[src/sdc_pkg.sv]
/*
  Shared constants, command and pin types for the bank sequencer.
  Assumes one 20 MHz clock shared with the memory controller.
*/
package sdc_pkg;

  localparam int CLK_PERIOD_NS = 50;
  localparam int TWR_NS        = 15;
  localparam int TWR_CYC_RAW   = (TWR_NS + CLK_PERIOD_NS - 1) / CLK_PERIOD_NS;
  localparam int TWR_CYC       = (TWR_CYC_RAW < 1) ? 1 : TWR_CYC_RAW;
  localparam int TWR_W         = 4;

  localparam int NBANK  = 4;
  localparam int BA_W   = 2;
  localparam int ADDR_W = 12;
  localparam int COL_W  = 8;
  localparam int DQ_W   = 16;
  localparam int DQM_W  = 2;
  localparam int LEN_W  = 9;

  localparam int MODE_BL_LSB = 0;
  localparam int MODE_BT_BIT = 3;
  localparam int MODE_CL_LSB = 4;
  localparam int MODE_WB_BIT = 9;
  localparam int AP_BIT      = 10;

  localparam logic [11:0] MODE_RST = 12'h020;
  localparam logic [2:0]  BL_1     = 3'h0;
  localparam logic [2:0]  BL_2     = 3'h1;
  localparam logic [2:0]  BL_4     = 3'h2;
  localparam logic [2:0]  BL_8     = 3'h3;
  localparam logic [2:0]  BL_PAGE  = 3'h7;
  localparam logic [2:0]  CL_3     = 3'h3;
  localparam logic [8:0]  LEN_PAGE = 9'h100;

  typedef enum logic [2:0] {
    CMD_NOP, CMD_ACT, CMD_RD, CMD_WR, CMD_PRE, CMD_REF, CMD_LMR, CMD_BST
  } sdc_cmd_t;

  typedef struct packed {
    logic              cs_n;
    logic              ras_n;
    logic              cas_n;
    logic              we_n;
    logic [BA_W-1:0]   ba;
    logic [ADDR_W-1:0] addr;
    logic [DQM_W-1:0]  dqm;
  } sdc_pins_t;

  typedef struct packed {
    logic              wr;
    logic              rd;
    logic [BA_W-1:0]   bank;
    logic [ADDR_W-1:0] row;
    logic [COL_W-1:0]  col;
    logic [DQ_W-1:0]   wdata;
    logic [DQM_W-1:0]  wmask;
  } sdc_acc_t;

  function automatic logic [8:0] burst_len(input logic [2:0] code);
    unique case (code)
      BL_1:    burst_len = 9'h001;
      BL_2:    burst_len = 9'h002;
      BL_4:    burst_len = 9'h004;
      BL_8:    burst_len = 9'h008;
      default: burst_len = LEN_PAGE;
    endcase
  endfunction

endpackage

[src/sdc_colgen.sv]
/*
  Column generator: column of beat idx within a burst.
  Assumes the start column and beat index come from the sequencer.
*/
`timescale 1ns/100ps
module sdc_colgen (
  input  wire logic [7:0] i_start,
  input  wire logic [7:0] i_idx,
  input  wire logic [2:0] i_bl,
  input  wire logic       i_ilv,
  output logic      [7:0] o_col
);
  logic [8:0] len;
  logic [7:0] mask;
  logic [7:0] low;

  always_comb begin
    len   = sdc_pkg::burst_len(i_bl);
    mask  = len[7:0] - 8'h01;
    low   = i_ilv ? (i_start ^ i_idx) : (i_start + i_idx);
    // Wrap inside the burst block, a full page wraps over all columns
    o_col = (i_start & ~mask) | (low & mask);
  end
endmodule

[src/sdc_bank.sv]
/*
  One bank: open/idle state, pending auto precharge and write recovery.
  Assumes the sequencer gives one-cycle command pulses for this bank.
*/
`timescale 1ns/100ps
module sdc_bank (
  input  wire logic        i_clk,
  input  wire logic        i_rst_n,
  input  wire logic        i_act,
  input  wire logic        i_pre,
  input  wire logic        i_ap_set,
  input  wire logic        i_ap_now,
  input  wire logic        i_ap_twr,
  output logic             o_open,
  output logic             o_ap_pend,
  output logic             o_pre_start
);
  typedef enum logic [1:0] {BK_IDLE, BK_OPEN, BK_RECOVER} sdc_bank_st_t;

  sdc_bank_st_t                    state;
  logic [sdc_pkg::TWR_W-1:0]       twr_cnt;
  localparam logic [sdc_pkg::TWR_W-1:0] TWR_LOAD = sdc_pkg::TWR_W'(sdc_pkg::TWR_CYC);

  assign o_open      = (state != BK_IDLE);
  assign o_pre_start = (i_pre && o_open)
                     || (i_ap_now && o_ap_pend)
                     || (state == BK_RECOVER && twr_cnt == 4'h1);

  always_ff @(posedge i_clk or negedge i_rst_n) begin
    if (!i_rst_n) begin
      state <= BK_IDLE;
    end else if (o_pre_start && !i_ap_set) begin
      state <= BK_IDLE;
    end else if (i_act && state == BK_IDLE) begin
      state <= BK_OPEN;
    end else if (i_ap_twr && o_ap_pend) begin
      state <= BK_RECOVER;
    end
  end

  always_ff @(posedge i_clk or negedge i_rst_n) begin
    if (!i_rst_n) begin
      twr_cnt <= '0;
    end else if (i_ap_twr) begin
      twr_cnt <= TWR_LOAD;
    end else if (twr_cnt != '0) begin
      twr_cnt <= twr_cnt - 4'h1;
    end
  end

  // Set wins over the clear of a precharge in the same cycle
  always_ff @(posedge i_clk or negedge i_rst_n) begin
    if (!i_rst_n) begin
      o_ap_pend <= 1'b0;
    end else if (i_ap_set) begin
      o_ap_pend <= 1'b1;
    end else if (o_pre_start) begin
      o_ap_pend <= 1'b0;
    end
  end

  property p_ap_clear;
    @(posedge i_clk) disable iff (!i_rst_n)
      (o_ap_pend && o_pre_start && !i_ap_set) |=> !o_ap_pend ##1 (!o_open || i_act);
  endproperty
  a_ap_clear: assert property (p_ap_clear) else $error("ap flag not cleared at precharge");
endmodule

[src/sdc_core.sv]
/*
  Command sequencer of a four-bank synchronous DRAM: mode register,
  bank states, burst engine and concurrent auto precharge.
  Assumes the controller drives pins on the same clock, so no
  synchroniser is used, and a storage array answers reads in the
  cycle of the access.
*/
// Function
// - With write burst mode bit set, each WRITE touches one column only.
// - READs always follow the programmed burst length and sequence.
// - READ or WRITE to another bank is accepted during an auto-precharge access.
// - READ to bank m cuts bank n READ; output switches one CAS latency later.
// - That interrupted auto-precharge READ starts bank n precharge at once.
// - WRITE cuts an auto-precharge READ at once and starts its precharge.
// - READ interrupting auto-precharge WRITE: precharge after write recovery from READ.
// - Last data written then is the one sampled a clock before the READ.
// - WRITE interrupting auto-precharge WRITE: precharge after write recovery.
// - Last data stored then is the one registered a clock before that WRITE.
// - Chip select high at a clock edge makes any command a no-operation.
// - Data outputs are high impedance after initialization commands.
// - A precharged bank is idle and needs an activate before any access.
`timescale 1ns/100ps
module sdc_core (
  input  wire logic                  I_MCLK,
  input  wire logic                  I_RST_N,
  input  wire sdc_pkg::sdc_pins_t    I_PINS,
  input  wire logic [15:0]           I_DQ,
  input  wire logic [15:0]           I_ACC_RDATA,
  output sdc_pkg::sdc_acc_t          O_ACC,
  output logic [15:0]                O_DQ,
  output logic [1:0]                 O_DQ_OE,
  output logic [3:0]                 O_BANK_OPEN,
  output logic [3:0]                 O_AP_PEND,
  output logic [3:0]                 O_PRE_START
);
  localparam int TWR_D = sdc_pkg::TWR_CYC;

  ////////////////////////////////////////////////////////////////////////////
  // Command decode and mode register

  sdc_pkg::sdc_cmd_t cmd;
  logic [11:0]       mode;
  logic [11:0]       row [4];
  logic [2:0]        bl_code;
  logic              ilv;
  logic              cl3;
  logic              wb_single;

  always_comb begin
    cmd = sdc_pkg::CMD_NOP;
    if (!I_PINS.cs_n) begin
      unique case ({I_PINS.ras_n, I_PINS.cas_n, I_PINS.we_n})
        3'h3:    cmd = sdc_pkg::CMD_ACT;
        3'h5:    cmd = sdc_pkg::CMD_RD;
        3'h4:    cmd = sdc_pkg::CMD_WR;
        3'h2:    cmd = sdc_pkg::CMD_PRE;
        3'h1:    cmd = sdc_pkg::CMD_REF;
        3'h0:    cmd = sdc_pkg::CMD_LMR;
        3'h6:    cmd = sdc_pkg::CMD_BST;
        default: cmd = sdc_pkg::CMD_NOP;
      endcase
    end
  end

  assign bl_code   = mode[sdc_pkg::MODE_BL_LSB +: 3];
  assign ilv       = mode[sdc_pkg::MODE_BT_BIT];
  assign cl3       = (mode[sdc_pkg::MODE_CL_LSB +: 3] == sdc_pkg::CL_3);
  assign wb_single = mode[sdc_pkg::MODE_WB_BIT];

  always_ff @(posedge I_MCLK or negedge I_RST_N) begin
    if (!I_RST_N) begin
      mode <= sdc_pkg::MODE_RST;
    end else if (cmd == sdc_pkg::CMD_LMR) begin
      mode <= I_PINS.addr;
    end
  end

  always_ff @(posedge I_MCLK) begin
    if (cmd == sdc_pkg::CMD_ACT && !O_BANK_OPEN[I_PINS.ba]) begin
      row[I_PINS.ba] <= I_PINS.addr;
    end
  end

  ////////////////////////////////////////////////////////////////////////////
  // Burst engine

  logic       bst_act;
  logic       bst_wr;
  logic       bst_ap;
  logic [1:0] bst_bank;
  logic [7:0] bst_start;
  logic [8:0] bst_idx;
  logic [8:0] bst_len;
  logic       new_rd;
  logic       new_wr;
  logic       new_acc;
  logic       cmd_ap;
  logic       stop_bst;
  logic       kill_out;
  logic       other_ap;
  logic [8:0] new_len;
  logic [8:0] next_idx;
  logic [7:0] cur_col;
  logic [3:0] ap_set;
  logic [3:0] ap_now;
  logic [3:0] twr_by_rd;
  logic [3:0] twr_by_wr;
  logic [3:0] pre_cmd;
  logic [3:0] act_cmd;

  // Idle banks ignore column commands until activated
  assign new_rd   = (cmd == sdc_pkg::CMD_RD) && O_BANK_OPEN[I_PINS.ba];
  assign new_wr   = (cmd == sdc_pkg::CMD_WR) && O_BANK_OPEN[I_PINS.ba];
  assign new_acc  = new_rd || new_wr;
  assign cmd_ap   = I_PINS.addr[sdc_pkg::AP_BIT];
  assign other_ap = bst_act && bst_ap && (bst_bank != I_PINS.ba);
  assign stop_bst = (cmd == sdc_pkg::CMD_BST)
                 || (cmd == sdc_pkg::CMD_PRE && (cmd_ap || I_PINS.ba == bst_bank));
  assign kill_out = new_wr || cmd == sdc_pkg::CMD_LMR || cmd == sdc_pkg::CMD_REF;
  assign new_len  = (new_wr && wb_single) ? 9'h001 : sdc_pkg::burst_len(bl_code);
  assign next_idx = (new_acc ? 9'h000 : bst_idx) + 9'h001;

  sdc_colgen u_colgen (
    .i_start (new_acc ? I_PINS.addr[7:0] : bst_start),
    .i_idx   (new_acc ? 8'h00 : bst_idx[7:0]),
    .i_bl    (bl_code),
    .i_ilv   (ilv),
    .o_col   (cur_col)
  );

  always_comb begin
    ap_set    = '0;
    ap_now    = '0;
    twr_by_rd = '0;
    twr_by_wr = '0;
    pre_cmd   = '0;
    act_cmd   = '0;
    if (new_acc && cmd_ap) begin
      ap_set[I_PINS.ba] = 1'b1;
    end
    if (new_acc && other_ap) begin
      if (!bst_wr) begin
        ap_now[bst_bank] = 1'b1;
      end else if (new_rd) begin
        twr_by_rd[bst_bank] = 1'b1;
      end else begin
        twr_by_wr[bst_bank] = 1'b1;
      end
    end else if (bst_act && bst_ap && !new_acc && !stop_bst && next_idx == bst_len
                 && bst_len != sdc_pkg::LEN_PAGE) begin
      if (bst_wr) begin
        twr_by_wr[bst_bank] = 1'b1;
      end else begin
        ap_now[bst_bank] = 1'b1;
      end
    end
    if (cmd == sdc_pkg::CMD_PRE) begin
      pre_cmd = cmd_ap ? 4'hF : (4'h1 << I_PINS.ba);
    end
    if (cmd == sdc_pkg::CMD_ACT) begin
      act_cmd = 4'h1 << I_PINS.ba;
    end
  end

  always_ff @(posedge I_MCLK or negedge I_RST_N) begin
    if (!I_RST_N) begin
      bst_act   <= 1'b0;
      bst_wr    <= 1'b0;
      bst_ap    <= 1'b0;
      bst_bank  <= '0;
      bst_start <= '0;
      bst_idx   <= '0;
      bst_len   <= '0;
    end else if (new_acc) begin
      // A new access replaces the running burst at once
      bst_act   <= (new_len != 9'h001);
      bst_wr    <= new_wr;
      bst_ap    <= cmd_ap;
      bst_bank  <= I_PINS.ba;
      bst_start <= I_PINS.addr[7:0];
      bst_idx   <= 9'h001;
      bst_len   <= new_len;
    end else if (stop_bst) begin
      bst_act   <= 1'b0;
    end else if (bst_act) begin
      bst_idx   <= next_idx;
      bst_act   <= (bst_len == sdc_pkg::LEN_PAGE) || (next_idx != bst_len);
    end
  end

  ////////////////////////////////////////////////////////////////////////////
  // Storage access, one cycle after the pins

  always_ff @(posedge I_MCLK or negedge I_RST_N) begin
    if (!I_RST_N) begin
      O_ACC <= '0;
    end else begin
      // Old write beat of this cycle is dropped when a new READ or WRITE, a BURST TERMINATE or a precharge of its bank lands
      O_ACC.wr    <= new_wr || (bst_act && bst_wr && !new_rd && !stop_bst);
      O_ACC.rd    <= new_rd || (bst_act && !bst_wr && !new_wr && !stop_bst);
      O_ACC.bank  <= new_acc ? I_PINS.ba : bst_bank;
      O_ACC.row   <= row[new_acc ? I_PINS.ba : bst_bank];
      O_ACC.col   <= cur_col;
      O_ACC.wdata <= I_DQ;
      O_ACC.wmask <= I_PINS.dqm;
    end
  end

  ////////////////////////////////////////////////////////////////////////////
  // Read data pipe; output mask lags the pins by two clocks

  logic [15:0] rd_q;
  logic        rdv_q;
  logic [1:0]  dqm_q;

  always_ff @(posedge I_MCLK or negedge I_RST_N) begin
    if (!I_RST_N) begin
      rd_q    <= '0;
      rdv_q   <= 1'b0;
      dqm_q   <= '0;
      O_DQ    <= '0;
      O_DQ_OE <= '0;
    end else begin
      dqm_q <= I_PINS.dqm;
      rd_q  <= I_ACC_RDATA;
      rdv_q <= O_ACC.rd && !kill_out;
      O_DQ  <= cl3 ? rd_q : I_ACC_RDATA;
      if (kill_out) begin
        O_DQ_OE <= '0;
      end else begin
        O_DQ_OE <= {2{cl3 ? rdv_q : O_ACC.rd}} & ~dqm_q;
      end
    end
  end

  ////////////////////////////////////////////////////////////////////////////
  // Banks

  for (genvar b = 0; b < 4; b++) begin : g_bank
    sdc_bank u_bank (
      .i_clk       (I_MCLK),
      .i_rst_n     (I_RST_N),
      .i_act       (act_cmd[b]),
      .i_pre       (pre_cmd[b]),
      .i_ap_set    (ap_set[b]),
      .i_ap_now    (ap_now[b]),
      .i_ap_twr    (twr_by_rd[b] || twr_by_wr[b]),
      .o_open      (O_BANK_OPEN[b]),
      .o_ap_pend   (O_AP_PEND[b]),
      .o_pre_start (O_PRE_START[b])
    );
  end

  ////////////////////////////////////////////////////////////////////////////
  // Checks

  property p_cs_nop;
    @(posedge I_MCLK) disable iff (!I_RST_N)
      (I_PINS.cs_n && !bst_act) |=> !O_ACC.wr && !O_ACC.rd && $stable(mode);
  endproperty
  a_cs_nop: assert property (p_cs_nop) else $error("deselected command acted on");

  property p_single_wr;
    @(posedge I_MCLK) disable iff (!I_RST_N)
      (new_wr && wb_single) ##1 !new_acc |=> !O_ACC.wr;
  endproperty
  a_single_wr: assert property (p_single_wr) else $error("write burst longer than one");

  property p_rd_burst4;
    @(posedge I_MCLK) disable iff (!I_RST_N)
      (new_rd && bl_code == sdc_pkg::BL_4 && cmd == sdc_pkg::CMD_RD)
        ##1 (cmd == sdc_pkg::CMD_NOP)[*4] |-> O_ACC.rd ##1 !O_ACC.rd;
  endproperty
  a_rd_burst4: assert property (p_rd_burst4) else $error("read burst of four wrong length");

  property p_concurrent;
    @(posedge I_MCLK) disable iff (!I_RST_N)
      (new_acc && other_ap) |=> (O_ACC.rd || O_ACC.wr) && O_ACC.bank == $past(I_PINS.ba);
  endproperty
  a_concurrent: assert property (p_concurrent) else $error("access to other bank refused");

  property p_rd_cl2;
    @(posedge I_MCLK) disable iff (!I_RST_N)
      (new_rd && !cl3 && I_PINS.dqm == 2'h0) ##1 (!kill_out && dqm_q == 2'h0)
        |=> O_DQ_OE == 2'h3 && O_DQ == $past(I_ACC_RDATA);
  endproperty
  a_rd_cl2: assert property (p_rd_cl2) else $error("read data not one latency later");

  property p_rr_pre;
    @(posedge I_MCLK) disable iff (!I_RST_N)
      (new_rd && other_ap && !bst_wr && O_AP_PEND[bst_bank]) |-> O_PRE_START[bst_bank];
  endproperty
  a_rr_pre: assert property (p_rr_pre) else $error("read-read precharge late");

  property p_wr_cut_rd;
    @(posedge I_MCLK) disable iff (!I_RST_N)
      (new_wr && (rdv_q || O_ACC.rd)) |=> O_DQ_OE == 2'h0 ##1 !$past(O_ACC.rd);
  endproperty
  a_wr_cut_rd: assert property (p_wr_cut_rd) else $error("read output after write");

  property p_twr_rd;
    @(posedge I_MCLK) disable iff (!I_RST_N)
      (twr_by_rd != 4'h0 && (twr_by_rd & O_AP_PEND) == twr_by_rd && !(|ap_set))
        |-> ##TWR_D ((O_PRE_START & $past(twr_by_rd, TWR_D)) == $past(twr_by_rd, TWR_D));
  endproperty
  a_twr_rd: assert property (p_twr_rd) else $error("precharge not at recovery after read");

  property p_last_wr_rd;
    @(posedge I_MCLK) disable iff (!I_RST_N)
      new_rd |=> !O_ACC.wr && O_ACC.rd;
  endproperty
  a_last_wr_rd: assert property (p_last_wr_rd) else $error("write beat after read");

  property p_twr_wr;
    @(posedge I_MCLK) disable iff (!I_RST_N)
      (twr_by_wr != 4'h0 && (twr_by_wr & O_AP_PEND) == twr_by_wr && !(|ap_set))
        |-> ##TWR_D ((O_PRE_START & $past(twr_by_wr, TWR_D)) == $past(twr_by_wr, TWR_D));
  endproperty
  a_twr_wr: assert property (p_twr_wr) else $error("precharge not at recovery after write");

  property p_last_wr_wr;
    @(posedge I_MCLK) disable iff (!I_RST_N)
      (new_wr && bst_act && bst_wr) |=> O_ACC.wr && O_ACC.bank == $past(I_PINS.ba)
        && O_ACC.wdata == $past(I_DQ);
  endproperty
  a_last_wr_wr: assert property (p_last_wr_wr) else $error("old write beat kept");

  property p_init_hiz;
    @(posedge I_MCLK) disable iff (!I_RST_N)
      (cmd == sdc_pkg::CMD_LMR || cmd == sdc_pkg::CMD_REF) |=> O_DQ_OE == 2'h0;
  endproperty
  a_init_hiz: assert property (p_init_hiz) else $error("outputs driven after init command");

  property p_idle_bank;
    @(posedge I_MCLK) disable iff (!I_RST_N)
      (cmd == sdc_pkg::CMD_RD && !O_BANK_OPEN[I_PINS.ba] && !bst_act) |=> !O_ACC.rd;
  endproperty
  a_idle_bank: assert property (p_idle_bank) else $error("read to idle bank served");
endmodule

[config.mk]
export PLATFORM = sky130hd
export DESIGN_NAME = sdc_core
export DESIGN_NICKNAME = d
export VERILOG_FILES = /design/src/sdc_pkg.sv /design/src/sdc_colgen.sv /design/src/sdc_bank.sv /design/src/sdc_core.sv
export SDC_FILE = /design/constraint.sdc
export NUM_CORES = 1
export LEC_CHECK = 0
export ABC_AREA = 1
export BUFFER_PORTS_ARGS = -buffer_cell sky130_fd_sc_hd__buf_2
export CORE_MARGIN = 2
export CORE_UTILIZATION = 45
export CTS_CLUSTER_SIZE = 12
export DETAILED_ROUTE_END_ITERATION = 8
export PLACE_DENSITY = 0.66
export SYNTH_ARGS = -nofsm -noshare
export SYNTH_HDL_FRONTEND = slang
export SYNTH_SLANG_ARGS = --single-unit
[constraint.sdc]
create_clock -name I_MCLK -period 3.6 [get_ports I_MCLK]
set_input_delay 0.36 -clock I_MCLK [delete_from_list [all_inputs] [get_ports I_MCLK]]
set_output_delay 0.36 -clock I_MCLK [all_outputs]
set_load 0.05 [all_outputs]
==> flow_summary_export.csv <==
group,metric,value,unit
outcome,status,"completed",
cts,cts_root_buf,"sky130_fd_sc_hd__clkbuf_16",
synth,async_flop_share,74.2,%
synth,synth.ff_latch_count,186,
detailed_routing,wire_per_inst,14.9,um
finish,layout.core_utilization,55.4,%
floorplan,die_y,136,um
cts,tritoncts_num_sinks,186,
min_path,worstHoldEndpoint,"O_ACC[8]",
power_and_ir_drop,report.power.total,7.77,mW
detailed_routing,firstDrtPassIters,5,
cts,clock_buffers_created_by_tritoncts,17,
critical_path,r2r_slack,0.45,ns
synth,synth_area_leaders,"sky130_fd_sc_hd__dfrtp_1 44%, sky130_fd_sc_hd__edfxtp_1 18%, sky130_fd_sc_hd__nand2_1 7.2%",
power_and_ir_drop,power.clock.fraction,24.5,%
synth,netlist_instances,757,
floorplan,die-area,0.0185,sq mm
placement,gp_congestion,0.870,
global_routing,first_global_vias,5141,
synth,synth-edff-count,48,
synth,yosys_cell_types,42,
sta,min_period_over_period,94.4,%
sta,timing.fmax,294,MHz
synth,warning_count_from_the_yosys_run,0,
critical_path,critical_path.reg2reg.endpoint,"O_ACC[25]",
cts,htree_num_levels,4,
floorplan,placementRows,48,
detailed_routing,antenna_violating_nets_post_route,0,
power_and_ir_drop,power.density,817,mW/mm^2
finish,fin_nets,973,
critical_path,cp.arrival,3.04,ns
critical_path,path_class,"reg -> out",
synth,synthDominantCellAreaShare,43.7,%
synth,ys.flop_type,"sky130_fd_sc_hd__dfrtp_1",
detailed_routing,vias_per_cell,4.99,
power_and_ir_drop,combinationalPowerShare,37.7,%
synth,synth_most_common_cell,"sky130_fd_sc_hd__nand2_1",
min_path,min_from,"I_DQ[6]",
sta,finalHoldViolations,0,
power_and_ir_drop,share_seq_of_total_power,37.8,%
global_routing,pin_count_of_the_biggest_net_entering_global_routing,83,
synth,netlist.top_cell.by_area,"sky130_fd_sc_hd__dfrtp_1",
cts,cts.reportedPaths.clkPinSlew,0.07,ns
critical_path,critPathCaptureType,"output port",
detailed_routing,detailroute.via_count,5686,
detailed_routing,wirelength,16900,um
floorplan,io-pin-count,126,
global_routing,grt_usage,18.5,%
min_path,whs_path_depth,1,
sta,worst_max_slew_pin_slew,0.939,ns
critical_path,timing.critical_path.required,3.24,ns
min_path,min_path_type,"in -> reg",
sta,max_slew_margin,37.2,%
cts,clkLatencyLatePin,0.43,ns
cts,clk_path_buf_depth,2,
sta,setup_viol,0,
finish,final_cells,1139,
floorplan,die-width,136,um
critical_path,r2r_cells,18,
global_routing,antenna_violations_before_repair,2,
cts,cts_tree,"done",
detailed_routing,remaining_drc_errors,0,
power_and_ir_drop,max-vdd-ir-drop,0.460,mV
global_routing,grt.overflow.total,0,
sta,fin_worst_skew,0.0108,ns
finish,post_route_cells_drive_above_1_share,25.7,%
global_routing,grt_first_pass_wirelength,26200,um
floorplan,core_area,0.0172,sq mm
sta,slew_viol_final,0,
detailed_routing,dr.first_iter.drc_count,367,
sta,period_needed,3.40,ns
critical_path,cp-start-kind,"flop",
synth,netlist_area,0.00785,sq mm
synth,postSynthAreaPerCell,10.4,sq um
critical_path,worst_r2r_startpoint,"g_bank[1].u_bank.state[0]",
synth,proportion_of_synthesized_chip_area_in_sequential_cells,62.4,%
finish,areaGrowthSynthToFinish,21.2,%
power_and_ir_drop,power_switching_share,41.3,%
power_and_ir_drop,total_switching_power,3.21,mW
placement,dpl.hpwl,11600,um
synth,yosys-top-cells-count,"150 x sky130_fd_sc_hd__nand2_1, 137 x sky130_fd_sc_hd__dfrtp_1, 77 x sky130_fd_sc_hd__inv_1",
power_and_ir_drop,power_report.internal_total,4.57,mW
placement,port_buffers,125,
flow_run,drv.max_cap_violation_count,0,
placement,post-place-cells,1092,
floorplan,start_util,45.7,%
synth,synthesis.nets,831,
critical_path,critical_path.max_fanout,7,
power_and_ir_drop,p_leak,4.49,nW
==> state kept, by name (all words and copies together) (netlist names), 2 cells and up <==
register,flops
bst_start,8
O_ACC,40
bst_len,5
mode,8
O_DQ_OE,2
g_bank.u_bank.twr_cnt,16
bst_idx,9
g_bank.u_bank.state,8
dqm_q,2
rd_q,16
O_DQ,16
row,48
g_bank.u_bank.o_ap_pend,4
==> cells in the final DEF (no fill, tap or decap), types with 7 or more instances in the layout <==
cell type	instances
sky130_fd_sc_hd__nand2_1	143
sky130_fd_sc_hd__dfrtp_1	137
sky130_fd_sc_hd__buf_2	120
sky130_fd_sc_hd__inv_1	76
sky130_fd_sc_hd__o21ai_0	75
sky130_fd_sc_hd__nor2_1	68
sky130_fd_sc_hd__edfxtp_1	48
sky130_fd_sc_hd__nand3_1	27
sky130_fd_sc_hd__a21oi_1	20
sky130_fd_sc_hd__buf_4	20
sky130_fd_sc_hd__mux2_2	18
sky130_fd_sc_hd__ha_1	18
sky130_fd_sc_hd__clkbuf_16	17
sky130_fd_sc_hd__o22ai_1	14
sky130_fd_sc_hd__nand2_2	13
sky130_fd_sc_hd__nor3_1	11
sky130_fd_sc_hd__xor2_1	8
sky130_fd_sc_hd__nor2_2	7
==> through the flow <==
step                worst slack [ns]  hold slack, ns  area [sq um]  TNS [ns]
floorplan                      0.482          0.0644          7850         0
global placement               0.163           0.420          8700         0
detailed placement             0.115           0.428          8700         0
CTS                           0.0237         0.00904          9330         0
global route                 -0.0892          0.0103          9510    -0.334
finish                         0.200          0.0308          9510         0
==> worst max-delay path by stage <==
| stage | from | end | slack [ns] | cells past startpoint |
|---|---|---|---|---|
| 3_5_place_dp | I_PINS[18] | O_ACC[25] | 0.12 | 17 |
| 2_1_floorplan | I_PINS[18] | O_PRE_START[3] | 0.48 | 19 |
| 6_report | g_bank[1].u_bank.state[1] | O_PRE_START[0] | 0.20 | 20 |
| 4_1_cts | g_bank[2].u_bank.state[0] | O_PRE_START[0] | 0.02 | 19 |
| 5_1_grt | g_bank[1].u_bank.state[1] | O_PRE_START[1] | -0.09 | 19 |
| 3_3_place_gp | I_PINS[18] | O_ACC[25] | 0.16 | 17 |
==> critical path: stages (launching register included) <==
cell	delay [ns]
sky130_fd_sc_hd__dfrtp_1	0.37
sky130_fd_sc_hd__inv_1	0.11
sky130_fd_sc_hd__nand2_2	0.11
sky130_fd_sc_hd__nor2_4	0.14
sky130_fd_sc_hd__nor2_4	0.06
sky130_fd_sc_hd__nand3_4	0.14
sky130_fd_sc_hd__inv_2	0.06
sky130_fd_sc_hd__nor2_2	0.14
sky130_fd_sc_hd__ha_4	0.23
sky130_fd_sc_hd__xnor2_1	0.14
sky130_fd_sc_hd__nand2_1	0.08
sky130_fd_sc_hd__nor2_2	0.10
sky130_fd_sc_hd__nand2_1	0.05
sky130_fd_sc_hd__nor2_1	0.09
sky130_fd_sc_hd__nand2_1	0.09
sky130_fd_sc_hd__nor2_4	0.12
sky130_fd_sc_hd__nand4_4	0.10
sky130_fd_sc_hd__nand2_4	0.16
sky130_fd_sc_hd__nand2_1	0.08
sky130_fd_sc_hd__nand2_2	0.09
sky130_fd_sc_hd__buf_6	0.16
==> power by group through the flow <==
stage | Combinational (mW) | Clock, mW | Sequential (mW)
detailed placement | 2.84 | 0 | 2.96
finish | 2.93 | 1.90 | 2.94
CTS | 2.86 | 1.95 | 2.93
global route | 3.25 | 2.04 | 2.99
floorplan | 1.65 | 0 | 3.49
global placement | 2.82 | 0 | 2.96
==> logic make-up (layout without fill, tap and decap cells) <==
logic type | Yosys count | in the layout | synth area share [%]
compound gates | 123 | 123 | 8.53
xor+xnor | 14 | 14 | 1.56
fa+ha+maj | 20 | 20 | 3.28
buf+inv | 109 | 263 | 5.98
flops | 186 | 186 | 62.4
mux | 19 | 19 | 2.71
other cells | 0 | 2 | 0
simple gates | 286 | 287 | 15.5
==> final cells by class <==
class,count,area (sq um)
flip-flops and latches,186,4900
fillers,1505,7660
repair buffers,148,852
multi-input cells,463,2560
well taps,225,282
clock buffers,17,425
diodes,2,5.00
clock inverters,15,185
inverters,83,312
==> repair_timing <==
item	CTS	global route
gates cloned	0	1
hold buffers	1	0
pin swaps	0	5
resized for setup	4	25
setup buffers	0	11
endpoints found under the hold margin	2	0
setup endpoints to repair	4	5
==> layer usage <==
metal  vias to the layer above  share of wire [%]  GRT usage (%)
met1                      2688                 46           25.1
li1                       2776                  -              -
met5                         -                  0              0
met3                        30                7.4           5.37
met4                         0                1.8           6.31
met2                       192                 45           28.6
(Power assumes the default switching activity.)
